### src/vlac_pkg.sv
// package: register map, field layout, reset values and timing for the
// visible-light converter configuration block.
// assumes a 20 MHz hclk and 32-bit word-aligned register slots.
package vlac_pkg;

  // ---------------------------------------------------------------
  // register indices and byte address width
  // ---------------------------------------------------------------
  localparam logic [7:0]  VIS_RECOVERY_SELECT_IDX = 8'h10;
  localparam logic [7:0]  VIS_GAIN_EXPONENT_IDX   = 8'h11;
  localparam logic [7:0]  HIGH_SIGNAL_RANGE_SELECT_CONTROL_IDX   = 8'h12;
  localparam logic [7:0]  MEAS_CONTROL_IDX        = 8'h13;
  localparam logic [7:0]  MEAS_STATUS_IDX         = 8'h14;
  localparam int          ADDR_W                  = 10;

  // ---------------------------------------------------------------
  // field positions and reset values
  // ---------------------------------------------------------------
  localparam int          REC_LSB        = 4;
  localparam int          REC_MSB        = 6;
  localparam int          GAIN_LSB       = 0;
  localparam int          GAIN_MSB       = 2;
  localparam int          RANGE_BIT      = 5;
  localparam int          START_VIS_BIT  = 0;
  localparam int          START_IR_BIT   = 1;
  localparam int          DONE_BIT       = 4;
  localparam logic [7:0]  REC_RESET      = 8'h70;
  localparam logic [7:0]  GAIN_RESET     = 8'h00;
  localparam logic [7:0]  RANGE_RESET    = 8'h00;
  localparam logic [2:0]  IR_REC_DEFAULT = 3'h7;

  // ---------------------------------------------------------------
  // timing
  // ---------------------------------------------------------------
  localparam int          CLK_KHZ        = 20000;
  localparam int          ADC_CLK_NS     = 50;
  localparam int          ADC_DIV_RAW    = ADC_CLK_NS * CLK_KHZ / 1000000;
  localparam int          ADC_DIV        = (ADC_DIV_RAW < 1) ? 1
                                                             : ADC_DIV_RAW;
  localparam int          REC_CNT_W      = 17;

  // ---------------------------------------------------------------
  // sequencer states
  // ---------------------------------------------------------------
  typedef enum logic [1:0] {
    VLAC_IDLE      = 2'b00,
    VLAC_RECOVER   = 2'b01,
    VLAC_INTEGRATE = 2'b10
  } vlac_state_t;

  // recovery length in adc clocks for a three-bit code
  function automatic logic [9:0] vlac_rec_clocks(input logic [2:0] code);
    if (code == 3'h0) begin
      vlac_rec_clocks = 10'h001;
    end else begin
      // shift amount widened so codes 6 and 7 do not wrap
      vlac_rec_clocks = 10'((11'h001 << ({1'b0, code} + 4'h2)) - 11'h001);
    end
  endfunction : vlac_rec_clocks

endpackage : vlac_pkg

### src/vlac_seq_if.sv
// interface: settings and handshake between register file and sequencer.
// assumes both ends run on hclk.
`timescale 1ns/10ps
`default_nettype none
interface vlac_seq_if;
  import vlac_pkg::*;
  logic        start;
  logic        ir_meas;
  logic [2:0]  rec_code;
  logic [2:0]  gain;
  logic        high_range;
  logic        busy;
  logic        done;
  vlac_state_t state;
  modport ctrl (output start, ir_meas, rec_code, gain, high_range,
                input busy, done, state);
  modport seq  (input start, ir_meas, rec_code, gain, high_range,
                output busy, done, state);
endinterface : vlac_seq_if
`default_nettype wire

### src/vlac_seq.sv
// recovery and integration sequencer for one conversion.
// assumes settings stay stable while busy; one adc clock per ADC_DIV hclks.
`timescale 1ns/10ps
`default_nettype none
module vlac_seq
  import vlac_pkg::*;
#(
  parameter int INTEG_CLOCKS = 16
) (
  input  wire logic  hclk,
  input  wire logic  hresetn,
  vlac_seq_if.seq    sif,
  output var  logic  adc_recovering,
  output var  logic  adc_sample_en,
  output var  logic  adc_high_range
);

  logic [7:0]           div_r;
  logic                 adc_tick;
  logic [REC_CNT_W-1:0] rec_cnt_r;
  logic [6:0]           gdiv_r;
  logic [7:0]           int_cnt_r;
  logic                 slow_tick;
  vlac_state_t          state_r;

  // ---------------------------------------------------------------
  // adc clock enable
  // ---------------------------------------------------------------
  assign adc_tick = (div_r == 8'(ADC_DIV - 1));

  always_ff @(posedge hclk or negedge hresetn) begin
    if (!hresetn) begin
      div_r <= 8'h00;
    end else if (adc_tick) begin
      div_r <= 8'h00;
    end else begin
      div_r <= div_r + 8'h01;
    end
  end

  // divided adc clock for integration
  assign slow_tick = adc_tick && (gdiv_r == 7'((8'h01 << sif.gain) - 8'h01));

  always_ff @(posedge hclk or negedge hresetn) begin
    if (!hresetn) begin
      gdiv_r <= 7'h00;
    end else if (state_r != VLAC_INTEGRATE || slow_tick) begin
      gdiv_r <= 7'h00;
    end else if (adc_tick) begin
      gdiv_r <= gdiv_r + 7'h01;
    end
  end

  // ---------------------------------------------------------------
  // sequence
  // ---------------------------------------------------------------
  always_ff @(posedge hclk or negedge hresetn) begin
    if (!hresetn) begin
      state_r   <= VLAC_IDLE;
      rec_cnt_r <= '0;
      int_cnt_r <= 8'h00;
      sif.done  <= 1'b0;
    end else begin
      sif.done <= 1'b0;
      case (state_r)
        VLAC_IDLE: begin
          if (sif.start) begin
            state_r   <= VLAC_RECOVER;
            // recovery scaled by two to the gain
            rec_cnt_r <= REC_CNT_W'(vlac_rec_clocks(sif.rec_code))
                         << sif.gain;
          end
        end
        VLAC_RECOVER: begin
          if (adc_tick) begin
            if (rec_cnt_r == REC_CNT_W'(1)) begin
              state_r   <= VLAC_INTEGRATE;
              int_cnt_r <= 8'(INTEG_CLOCKS);
            end
            rec_cnt_r <= rec_cnt_r - REC_CNT_W'(1);
          end
        end
        VLAC_INTEGRATE: begin
          if (slow_tick) begin
            if (int_cnt_r == 8'h01) begin
              state_r  <= VLAC_IDLE;
              sif.done <= 1'b1;
            end
            int_cnt_r <= int_cnt_r - 8'h01;
          end
        end
        default: begin
          state_r <= VLAC_IDLE;
        end
      endcase
    end
  end

  always_ff @(posedge hclk or negedge hresetn) begin
    if (!hresetn) begin
      adc_high_range <= 1'b0;
    end else if (sif.start && state_r == VLAC_IDLE) begin
      adc_high_range <= sif.high_range;
    end
  end

  assign sif.busy       = (state_r != VLAC_IDLE);
  assign sif.state      = state_r;
  assign adc_recovering = (state_r == VLAC_RECOVER);
  assign adc_sample_en  = (state_r == VLAC_INTEGRATE) && slow_tick;

endmodule : vlac_seq
`default_nettype wire

### src/vlac_top.sv
// visible-light converter configuration: ahb-lite register slave plus
// recovery / integration sequencer.
// assumes a single ahb-lite master, whole-word single transfers, hclk 20 MHz.
//
// Operation
// - each visible conversion first waits 1, 7, 15, 31, 63, 127, 255 or 511 adc clocks per the recovery code in bits 6:4.
// - one adc clock lasts 50 ns and the recovery length is multiplied by two to the gain exponent.
// - integration is stretched by two to the gain exponent in bits 2:0 by dividing the adc clock.
// - gain exponent codes up to 7 are accepted, giving a factor of 128.
// - bit 5 of the range register selects normal range at 0 or the high range with gain over 14.5 at 1.
// - on early revisions the recovery and range settings also govern infrared conversions.
`timescale 1ns/10ps
`default_nettype none
module vlac_top
  import vlac_pkg::*;
#(
  parameter bit EARLY_REVISION = 1'b0,
  parameter int INTEG_CLOCKS   = 16
) (
  input  wire logic        hclk,
  input  wire logic        hresetn,
  input  wire logic        hsel,
  input  wire logic [31:0] haddr,
  input  wire logic [1:0]  htrans,
  input  wire logic        hwrite,
  input  wire logic [2:0]  hsize,
  input  wire logic [31:0] hwdata,
  input  wire logic        hready,
  output var  logic        hreadyout,
  output var  logic        hresp,
  output var  logic [31:0] hrdata,
  output var  logic        adc_recovering,
  output var  logic        adc_sample_en,
  output var  logic        adc_high_range,
  output var  logic        adc_infrared_sel
);

  vlac_seq_if sif ();

  logic [2:0]        rec_r;
  logic [2:0]        gain_r;
  logic              range_r;
  logic              done_r;
  logic              ir_r;
  logic              wr_pend_r;
  logic              rd_pend_r;
  logic [ADDR_W-1:0] addr_r;
  logic [31:0]       hrdata_r;
  logic              addr_ok;
  logic              start_vis;
  logic              start_ir;
  logic              ctrl_wr;
  logic              done_clr;

  // ---------------------------------------------------------------
  // ahb-lite address and data phase
  // ---------------------------------------------------------------
  function automatic logic is_reg(input logic [ADDR_W-1:0] a,
                                  input logic [7:0]        idx);
    is_reg = (a == ADDR_W'({idx, 2'b00}));
  endfunction : is_reg

  assign addr_ok = hsel && hready && htrans[1];

  always_ff @(posedge hclk or negedge hresetn) begin
    if (!hresetn) begin
      wr_pend_r <= 1'b0;
      rd_pend_r <= 1'b0;
      addr_r    <= '0;
    end else if (rd_pend_r) begin
      rd_pend_r <= 1'b0;
    end else if (hready) begin
      wr_pend_r <= addr_ok && hwrite;
      rd_pend_r <= addr_ok && !hwrite;
      if (addr_ok) begin
        addr_r <= haddr[ADDR_W-1:0];
      end
    end
  end

  // reads take one wait state so read data comes from a flip-flop
  assign hreadyout = !rd_pend_r;
  assign hresp     = 1'b0;
  assign hrdata    = hrdata_r;

  // ---------------------------------------------------------------
  // configuration registers
  // ---------------------------------------------------------------
  always_ff @(posedge hclk or negedge hresetn) begin
    if (!hresetn) begin
      rec_r   <= REC_RESET[REC_MSB:REC_LSB];
      gain_r  <= GAIN_RESET[GAIN_MSB:GAIN_LSB];
      range_r <= RANGE_RESET[RANGE_BIT];
    end else if (wr_pend_r) begin
      // only the defined fields are stored
      if (is_reg(addr_r, VIS_RECOVERY_SELECT_IDX)) begin
        rec_r <= hwdata[REC_MSB:REC_LSB];
      end
      if (is_reg(addr_r, VIS_GAIN_EXPONENT_IDX)) begin
        gain_r <= hwdata[GAIN_MSB:GAIN_LSB];
      end
      if (is_reg(addr_r, HIGH_SIGNAL_RANGE_SELECT_CONTROL_IDX)) begin
        range_r <= hwdata[RANGE_BIT];
      end
    end
  end

  always_ff @(posedge hclk or negedge hresetn) begin
    if (!hresetn) begin
      hrdata_r <= 32'h0000_0000;
    end else if (rd_pend_r) begin
      hrdata_r <= 32'h0000_0000;
      if (is_reg(addr_r, VIS_RECOVERY_SELECT_IDX)) begin
        hrdata_r[REC_MSB:REC_LSB] <= rec_r;
      end
      if (is_reg(addr_r, VIS_GAIN_EXPONENT_IDX)) begin
        hrdata_r[GAIN_MSB:GAIN_LSB] <= gain_r;
      end
      if (is_reg(addr_r, HIGH_SIGNAL_RANGE_SELECT_CONTROL_IDX)) begin
        hrdata_r[RANGE_BIT] <= range_r;
      end
      if (is_reg(addr_r, MEAS_STATUS_IDX)) begin
        hrdata_r[0]        <= sif.busy;
        hrdata_r[1]        <= ir_r;
        hrdata_r[3:2]      <= sif.state;
        hrdata_r[DONE_BIT] <= done_r;
      end
    end
  end

  // ---------------------------------------------------------------
  // measurement control and status
  // ---------------------------------------------------------------
  assign ctrl_wr   = wr_pend_r && is_reg(addr_r, MEAS_CONTROL_IDX);
  assign start_vis = ctrl_wr && hwdata[START_VIS_BIT] && !sif.busy;
  assign start_ir  = ctrl_wr && hwdata[START_IR_BIT] &&
                     !hwdata[START_VIS_BIT] && !sif.busy;
  assign done_clr  = wr_pend_r && is_reg(addr_r, MEAS_STATUS_IDX) &&
                     hwdata[DONE_BIT];

  always_ff @(posedge hclk or negedge hresetn) begin
    if (!hresetn) begin
      ir_r <= 1'b0;
    end else if (start_vis || start_ir) begin
      ir_r <= start_ir;
    end
  end

  // completion flag: a new completion wins over a clear
  always_ff @(posedge hclk or negedge hresetn) begin
    if (!hresetn) begin
      done_r <= 1'b0;
    end else if (sif.done) begin
      done_r <= 1'b1;
    end else if (done_clr) begin
      done_r <= 1'b0;
    end
  end

  // infrared uses its own fixed recovery and range unless early silicon; its gain is always 0
  assign sif.start      = start_vis || start_ir;
  assign sif.ir_meas    = start_ir;
  assign sif.rec_code   = (start_ir && !EARLY_REVISION) ? IR_REC_DEFAULT
                                                        : rec_r;
  assign sif.gain       = ((start_ir || (sif.busy && ir_r)) && 1'b1)
                          ? 3'h0 : gain_r;
  assign sif.high_range = (start_ir && !EARLY_REVISION) ? 1'b0
                                                        : range_r;
  assign adc_infrared_sel = ir_r;

  vlac_seq #(
    .INTEG_CLOCKS (INTEG_CLOCKS)
  ) u_seq (
    .hclk           (hclk),
    .hresetn        (hresetn),
    .sif            (sif),
    .adc_recovering (adc_recovering),
    .adc_sample_en  (adc_sample_en),
    .adc_high_range (adc_high_range)
  );

endmodule : vlac_top
`default_nettype wire

### config.mk
export PLATFORM = sky130hd
export DESIGN_NAME = vlac_top
export DESIGN_NICKNAME = d
export VERILOG_FILES = /design/src/vlac_pkg.sv /design/src/vlac_seq_if.sv /design/src/vlac_seq.sv /design/src/vlac_top.sv
export SDC_FILE = /design/constraint.sdc
export NUM_CORES = 1
export LEC_CHECK = 0
export BUFFER_PORTS_ARGS = -buffer_cell sky130_fd_sc_hd__buf_2
export CAP_MARGIN = 30
export CORE_UTILIZATION = 55
export DETAILED_ROUTE_END_ITERATION = 16
export PLACE_DENSITY = 0.94
export REMOVE_ABC_BUFFERS = 1
export SKIP_LAST_GASP = 1
export SLEW_MARGIN = 20
export SYNTH_ARGS = -nofsm -noshare
export SYNTH_HDL_FRONTEND = slang
export SYNTH_SLANG_ARGS = --single-unit
### constraint.sdc
create_clock -name hclk -period 7.8 [get_ports hclk]
set_clock_uncertainty 0.05 [all_clocks]
set_input_delay 0 -clock hclk [delete_from_list [all_inputs] [get_ports hclk]]
set_output_delay 0 -clock hclk [all_outputs]
set_load 0.05 [all_outputs]
# Word level (Yosys, flattened, before mapping)
# Index checks and enable logic that the tools add are counted.
[word_totals] reg_bits=72 inputBits=74 out_inout_bits=38 wordCells=115
[op_classes] addsub=7 eq_ne=16 n_shift=3 n_mux=33 n_bitwise=1 reduce_logical=39
[op_table] op="$eq 10x7->1 const B" n=5
[op_table] op="$mux 17" n=2
[op_table] op="$pmux 17 s2" n=1
[op_table] op="$mux 8" n=4
[op_table] op="$mux 10" n=3
[op_table] op="$eq 17x1->1 const B" n=1
[op_table] op="$shl 10x3->17" n=1
[op_table] op="$sub 17x1->17 const B" n=1
[op_table] op="$logic_and 1x1->1" n=16
[op_table] op="$pmux 8 s2" n=1
[op_table] op="$mux 7" n=2
[op_table] op="$mux 3" n=4
[op_table] op="$mux 2" n=5
[op_table] op="$ne 2x1->1 const B" n=5
[op_table] op="$reduce_bool 2->1" n=5
[op_table] op="$shl 1x4->10 const A" n=1
[op_table] op="$sub 10x1->10 const B" n=1
[op_table] op="$mux 1" n=9
[op_table] op="$add 8x1->8 const B" n=1
[op_table] op="$eq 8x1->1 const B" n=1
[op_table] op="$logic_not 8->1" n=1
[op_table] op="$reduce_and 2->1" n=4
[op_table] op="$sub 8x1->8 const B" n=1
[op_table] op="$add 7x1->7 const B" n=1
[op_table] op="17 further kinds" n=23

# Logic depth before layout (Yosys ltp)
[logic_depth] ltp_word=15 ltp_mapped=19 mapped_depth_nobuf=16

# Modules after synthesis
# Synthesis repeated with hierarchy kept, for this count alone.
[hier_totals] cells_unflattened=558 hier_area_um2=5006.1
[modules_own_cells] mod="vlac_seq" instances=1 cells_each=414 area_each_um2=3418.3 seq_area_each_um2=1101.1
[modules_own_cells] mod="vlac_top" instances=1 cells_each=144 area_each_um2=1587.8 seq_area_each_um2=704.4

# Least setup slack after synthesis
# OpenSTA, ideal clock, no wires.
[synth_timing] path_kind="register -> register" startpoint="register addr_r[7]" endpoint="register u_seq.rec_cnt_r[9]" setup_ns=0.116 arrival_ns=3.860 required_time_ns=7.634 path_slack_ns=3.774 path_stages_with_launch=18 path_buffers=1 period_less_slack_ns=4.026 cell_sequence="dfrtp_1 -> or4b_4 -> nand4b_1 -> clkbuf_1 -> nand2b_1 -> ha_1 -> inv_1 -> nand2_1 -> or4_1 -> ha_1 -> inv_1 -> nand4_1 -> o32a_1 -> a21oi_1 -> mux2_2 -> a22oi_1 -> or3_1 -> o311ai_0"
[synth_between] elab_chain_cells=15 word_cells_on_any_way=23 cone_classes="add/sub: 2; eq/ne: 2; shift: 2; mux: 7; reduce/logical: 10"
[synth_rtl] element="start, declared" line="vlac_top.sv:47" rtl="logic [ADDR_W-1:0] addr_r;"
[synth_rtl] element="start signal, assigned" line="vlac_top.sv:76" rtl="addr_r <= haddr[ADDR_W-1:0];"
[synth_rtl] element="$eq 10x7->1 (*)" line="vlac_top.sv:60" rtl="is_reg = (a == ADDR_W'({idx, 2'b00}));"
[synth_rtl] element="$logic_and 1x1->1 (*)" line="vlac_top.sv:134" rtl="assign ctrl_wr = wr_pend_r && is_reg(addr_r, MEAS_CONTROL_IDX);"
[synth_rtl] element="$logic_and 1x1->1 (2 in series)" line="vlac_top.sv:136" rtl="assign start_ir = ctrl_wr && hwdata[START_IR_BIT] &&"
[synth_rtl] element="$logic_and 1x1->1" line="vlac_top.sv:137" rtl="!hwdata[START_VIS_BIT] && !sif.busy;"
[synth_rtl] element="$mux 3" line="vlac_top.sv:163" rtl="assign sif.rec_code = (start_ir && !EARLY_REVISION) ? IR_REC_DEFAULT"
[synth_rtl] element="$add 3x2->4" line="vlac_pkg.sv:57" rtl="vlac_rec_clocks = 10'((11'h001 << ({1'b0, code} + 4'h2)) - 11'h001);"
[synth_rtl] element="$shl 1x4->10" line="vlac_pkg.sv:57"
[synth_rtl] element="$sub 10x1->10" line="vlac_pkg.sv:57"
[synth_rtl] element="$mux 10" line="vlac_pkg.sv:53" rtl="if (code == 3'h0) begin"
[synth_rtl] element="$mux 10" line="vlac_seq.sv:67" rtl="if (sif.start) begin"
[synth_rtl] element="$mux 10" line="vlac_seq.sv:65" rtl="case (state_r)"
[synth_rtl] element="$shl 10x3->17" line="vlac_seq.sv:70" rtl="rec_cnt_r <= REC_CNT_W'(vlac_rec_clocks(sif.rec_code))"
[synth_rtl] element="$mux 17" line="vlac_seq.sv:67"
[synth_rtl] element="$pmux 17 s2" line="vlac_seq.sv:65"
[synth_rtl] element="end signal, assigned" line="vlac_seq.sv:70"
[synth_rtl] element="end signal, assigned" line="vlac_seq.sv:80" rtl="rec_cnt_r <= rec_cnt_r - REC_CNT_W'(1);"
[synth_rtl] element="end, declared" line="vlac_seq.sv:20" rtl="logic [REC_CNT_W-1:0] rec_cnt_r;"
# Every way passes the cells marked *; elsewhere a longest branch is shown, timed or not. The select of a mux whose other input is x is not followed.
# A chain may end at the register's enable or synchronous reset.

# Final worst setup path
# Ends and elaborated chain as after synthesis.

==> impl_metrics.env <==
export IMPL_mostFrequentLayoutCell="dfrtp_1"
export IMPL_fp_row_count=33
export IMPL_fin_util_pct=63.18
export IMPL_cts_root_buf="clkbuf_8"
export IMPL_grt_start_max_net_pins=73
export IMPL_reg2reg_to="u_seq.rec_cnt_r[9]$_DFFE_PN0P_"
export IMPL_relSlewSlack_pct=50.45
export IMPL_rrSetupSlack_ns=2.88
export IMPL_status="complete, no violations"
export IMPL_netlist_area_um2=4654
export IMPL_final_antenna_net_count=0
export IMPL_drt_iter0_markers=375
export IMPL_overflow=0
export IMPL_min_period_over_period_pct=63.09
export IMPL_grt_usage_pct=30.06
export IMPL_finalWeightedCongestion=0.9230
export IMPL_yosysWarnings=0
export IMPL_maxCapViolCount=0
export IMPL_clock_path_buffers=2
export IMPL_vias=4478
export IMPL_worstPathRequired_ns=7.98
export IMPL_total_leakage_power_uw=0.002313
export IMPL_crit_type="reg2reg"
export IMPL_port_buffers=33
export IMPL_arrival_ns=5.11
export IMPL_async_reset_ff_share_pct=100.0
export IMPL_io_pins=112
export IMPL_ys_flop_type="dfrtp_1"
export IMPL_crit_reg2reg_launch="addr_r[7]$_DFFE_PN0P_"
export IMPL_yosys_area_top_type_share_pct=37.10
export IMPL_ys_ff_latch=72
export IMPL_ys_seq_area_share_pct=38.79
export IMPL_synthCells=542
export IMPL_dieArea_um2=8834
export IMPL_numCtsBuffers=9
export IMPL_cts_tree="built"
export IMPL_wl_per_cell_um=17.63
export IMPL_critPathMaxFanout=13
export IMPL_dpl_hpwl_mm=7.938
export IMPL_reg2regPathDepth=16
export IMPL_vias_per_cell=6.443
export IMPL_insertion_delay_ns=0.37
export IMPL_start_util_pct=56.65
export IMPL_pre_cts_ws_ns=3.079
export IMPL_tns_ns=0
export IMPL_synth_largest_area_cell="dfrtp_1"
export IMPL_crit_path_end_kind="flip-flop"
export IMPL_fillerInstances=633
export IMPL_fmax_mhz=203.2
export IMPL_die_w_um=93.99
export IMPL_nets=669
export IMPL_layout_setup_ws_ns=2.879
export IMPL_synth_edf_count=0
export IMPL_postCtsSetupRepairBufs=0
export IMPL_path_clk_slew_ns=0.09
export IMPL_core_um2=8217
export IMPL_drc=0
export IMPL_cts_sink_count=72
export IMPL_cts_htree_levels=3
export IMPL_drv_slew=0
export IMPL_grt_pass1_vias=4403
export IMPL_drive_gt1_share_pct=14.07
export IMPL_grt_pass1_wl_mm=20.48
export IMPL_finalHoldViolations=0
export IMPL_die_y_um=93.99
export IMPL_drt_pass1_iter_count=7
export IMPL_worst_pin_slew_ns=0.7383
export IMPL_multi_input_area_um2=2581
export IMPL_setup_viol=0
export IMPL_cellPowerDensity_nw_per_um2=189.0
export IMPL_area_growth_pct=11.53
export IMPL_mostFrequentLayoutCells="dfrtp_1 (69), nor2_1 (62), nand2_1 (50)"
export IMPL_synth_area_leaders="dfrtp_1 (37%), nor2_1 (5.0%), mux2_2 (4.6%)"
export IMPL_start_kind="flip-flop"
export IMPL_holdCritPathClass="in2async"
export IMPL_fin_crit_ns=4.921
export IMPL_yosysUniqueCellTypes=68
export IMPL_diodes=0
export IMPL_drt_wl_total_mm=12.26
export IMPL_synth_avg_cell_area_um2=8.588
export IMPL_antenna_found_initial=0
export IMPL_rsz0062_at_grt="false"
export IMPL_final_seq_area_um2=1805
export IMPL_peakVddDrop_v=0.0001405
area by class of cell:
cell class / instances / area share (%)
inverters: 23 / 1.663
clock buffers: 10 / 2.458
repair buffers: 55 / 7.520
multi-input cells: 424 / 49.72
clock inverters: 6 / 1.326
flip-flops and latches: 72 / 34.78
well taps: 105 / 2.531
synthesized netlist by cell type, types with 2 or more instances:
cell,n
o311ai_0,2
o31ai_1,3
o31a_1,2
o21ai_0,32
xor2_1,6
nand3_1,23
inv_1,23
o21a_1,5
a21oi_1,29
o22ai_1,6
a22oi_1,5
clkbuf_1,18
dfstp_2,3
or4_1,10
or3_1,8
and4_1,2
nor3_1,17
nor2b_1,4
buf_2,3
o211ai_1,3
mux2i_1,6
a31oi_1,6
nor4b_1,2
a311oi_1,2
nand2_1,50
a211oi_1,2
o221ai_1,2
a21o_1,2
xnor2_1,10
and3_1,6
o41ai_1,3
nor4_1,8
ha_1,10
mux2_2,19
o22a_1,2
nand2b_1,4
nor2_1,62
a41oi_1,2
or4b_1,2
nand4_1,6
and2_1,5
dfrtp_1,69
buf_4,26
a221oi_1,5
or2_2,4
kinds of logic (layout without fill, tap and decap cells):
| family | count (synthesis) | after routing | synth area share [%] |
|---|---|---|---|
| AO/OA/AOI/OAI | 125 | 125 | 17.45 |
| XOR/XNOR | 16 | 16 | 3.011 |
| adder cells (fa/ha/maj) | 10 | 10 | 2.688 |
| buffers and inverters | 71 | 94 | 7.903 |
| flip-flops | 72 | 72 | 38.79 |
| multiplexers | 25 | 25 | 5.887 |
| other | 1 | 26 | 0.08057 |
| AND/OR/NAND/NOR | 222 | 222 | 24.19 |
worst max-delay path: stages (launching register included):
cell	delay, ns
dfrtp_1	0.41
or4b_4	0.57
nand4b_1	0.61
nand2b_1	0.36
ha_1	0.35
inv_1	0.17
nand2_1	0.10
or4_1	0.49
ha_1	0.28
inv_1	0.15
nand4_1	0.11
o32a_1	0.19
a21oi_1	0.15
mux2_2	0.19
a22oi_1	0.12
or3_1	0.36
o311ai_0	0.11
per-layer routing:
metal / wire [um] / GRT usage, % / up-vias
met2: 6187 / 50.67 / 286
li1: - / - / 2002
met3: 1078 / 8.819 / 54
met5: 0 / 0 / -
met1: 4629 / 34.94 / 2136
met4: 359 / 14.36 / 0
state kept, by name, indices dropped and copies added (netlist names):
signal                count
u_seq.rec_cnt_r          17
addr_r                   10
u_seq.div_r               8
u_seq.int_cnt_r           8
hrdata                    7
u_seq.gdiv_r              7
gain_r                    3
rec_r                     3
u_seq.sif.state           2
adc_infrared_sel          1
done_r                    1
range_r                   1
rd_pend_r                 1
u_seq.adc_high_range      1
u_seq.sif.done            1
wr_pend_r                 1
power breakdown:
| group | leakage, uW | switching, uW | internal (uW) |
|---|---|---|---|
| combinational | 0.00130 | 145 | 84.5 |
| clock | 0.0000968 | 154 | 149 |
| sequential | 0.000914 | 40.9 | 408 |
| total | 0.00231 | 339 | 642 |
per-stage QoR:
stage                     hold WS, ns  instances  power [uW]  instance area (um^2)
after floorplan               -0.3456        519       606.7                  4467
after global placement         0.1182        659       652.9                  4778
after detailed placement       0.1339        659       663.5                  4778
after CTS                      0.1845        694       968.3                  5165
after global routing           0.1787        695        1023                  5191
final                          0.1424        695       981.0                  5191
how the worst max path moves through the flow:
| stage | cells after the start | end | from |
|---|---|---|---|
| floorplan | 16 | u_seq.rec_cnt_r[9]$_DFFE_PN0P_ | addr_r[7]$_DFFE_PN0P_ |
| global placement | 16 | u_seq.rec_cnt_r[9]$_DFFE_PN0P_ | addr_r[7]$_DFFE_PN0P_ |
| detailed placement | 16 | u_seq.rec_cnt_r[9]$_DFFE_PN0P_ | u_seq.sif.state[0]$_DFFE_PN0P_ |
| CTS | 16 | u_seq.rec_cnt_r[9]$_DFFE_PN0P_ | u_seq.sif.state[0]$_DFFE_PN0P_ |
| global route | 16 | u_seq.rec_cnt_r[9]$_DFFE_PN0P_ | addr_r[3]$_DFFE_PN0P_ |
| finish | 16 | u_seq.rec_cnt_r[9]$_DFFE_PN0P_ | addr_r[7]$_DFFE_PN0P_ |
timing repair:
| action | 4_1_cts | 5_1_grt |
|---|---|---|
| resized for setup | 0 | 0 |
| hold endpoints to repair | 90 | 0 |
| hold buffers | 19 | 0 |
| setup endpoints to repair | 0 | 0 |
No activity file was read; power rests on OpenSTA's default activity.
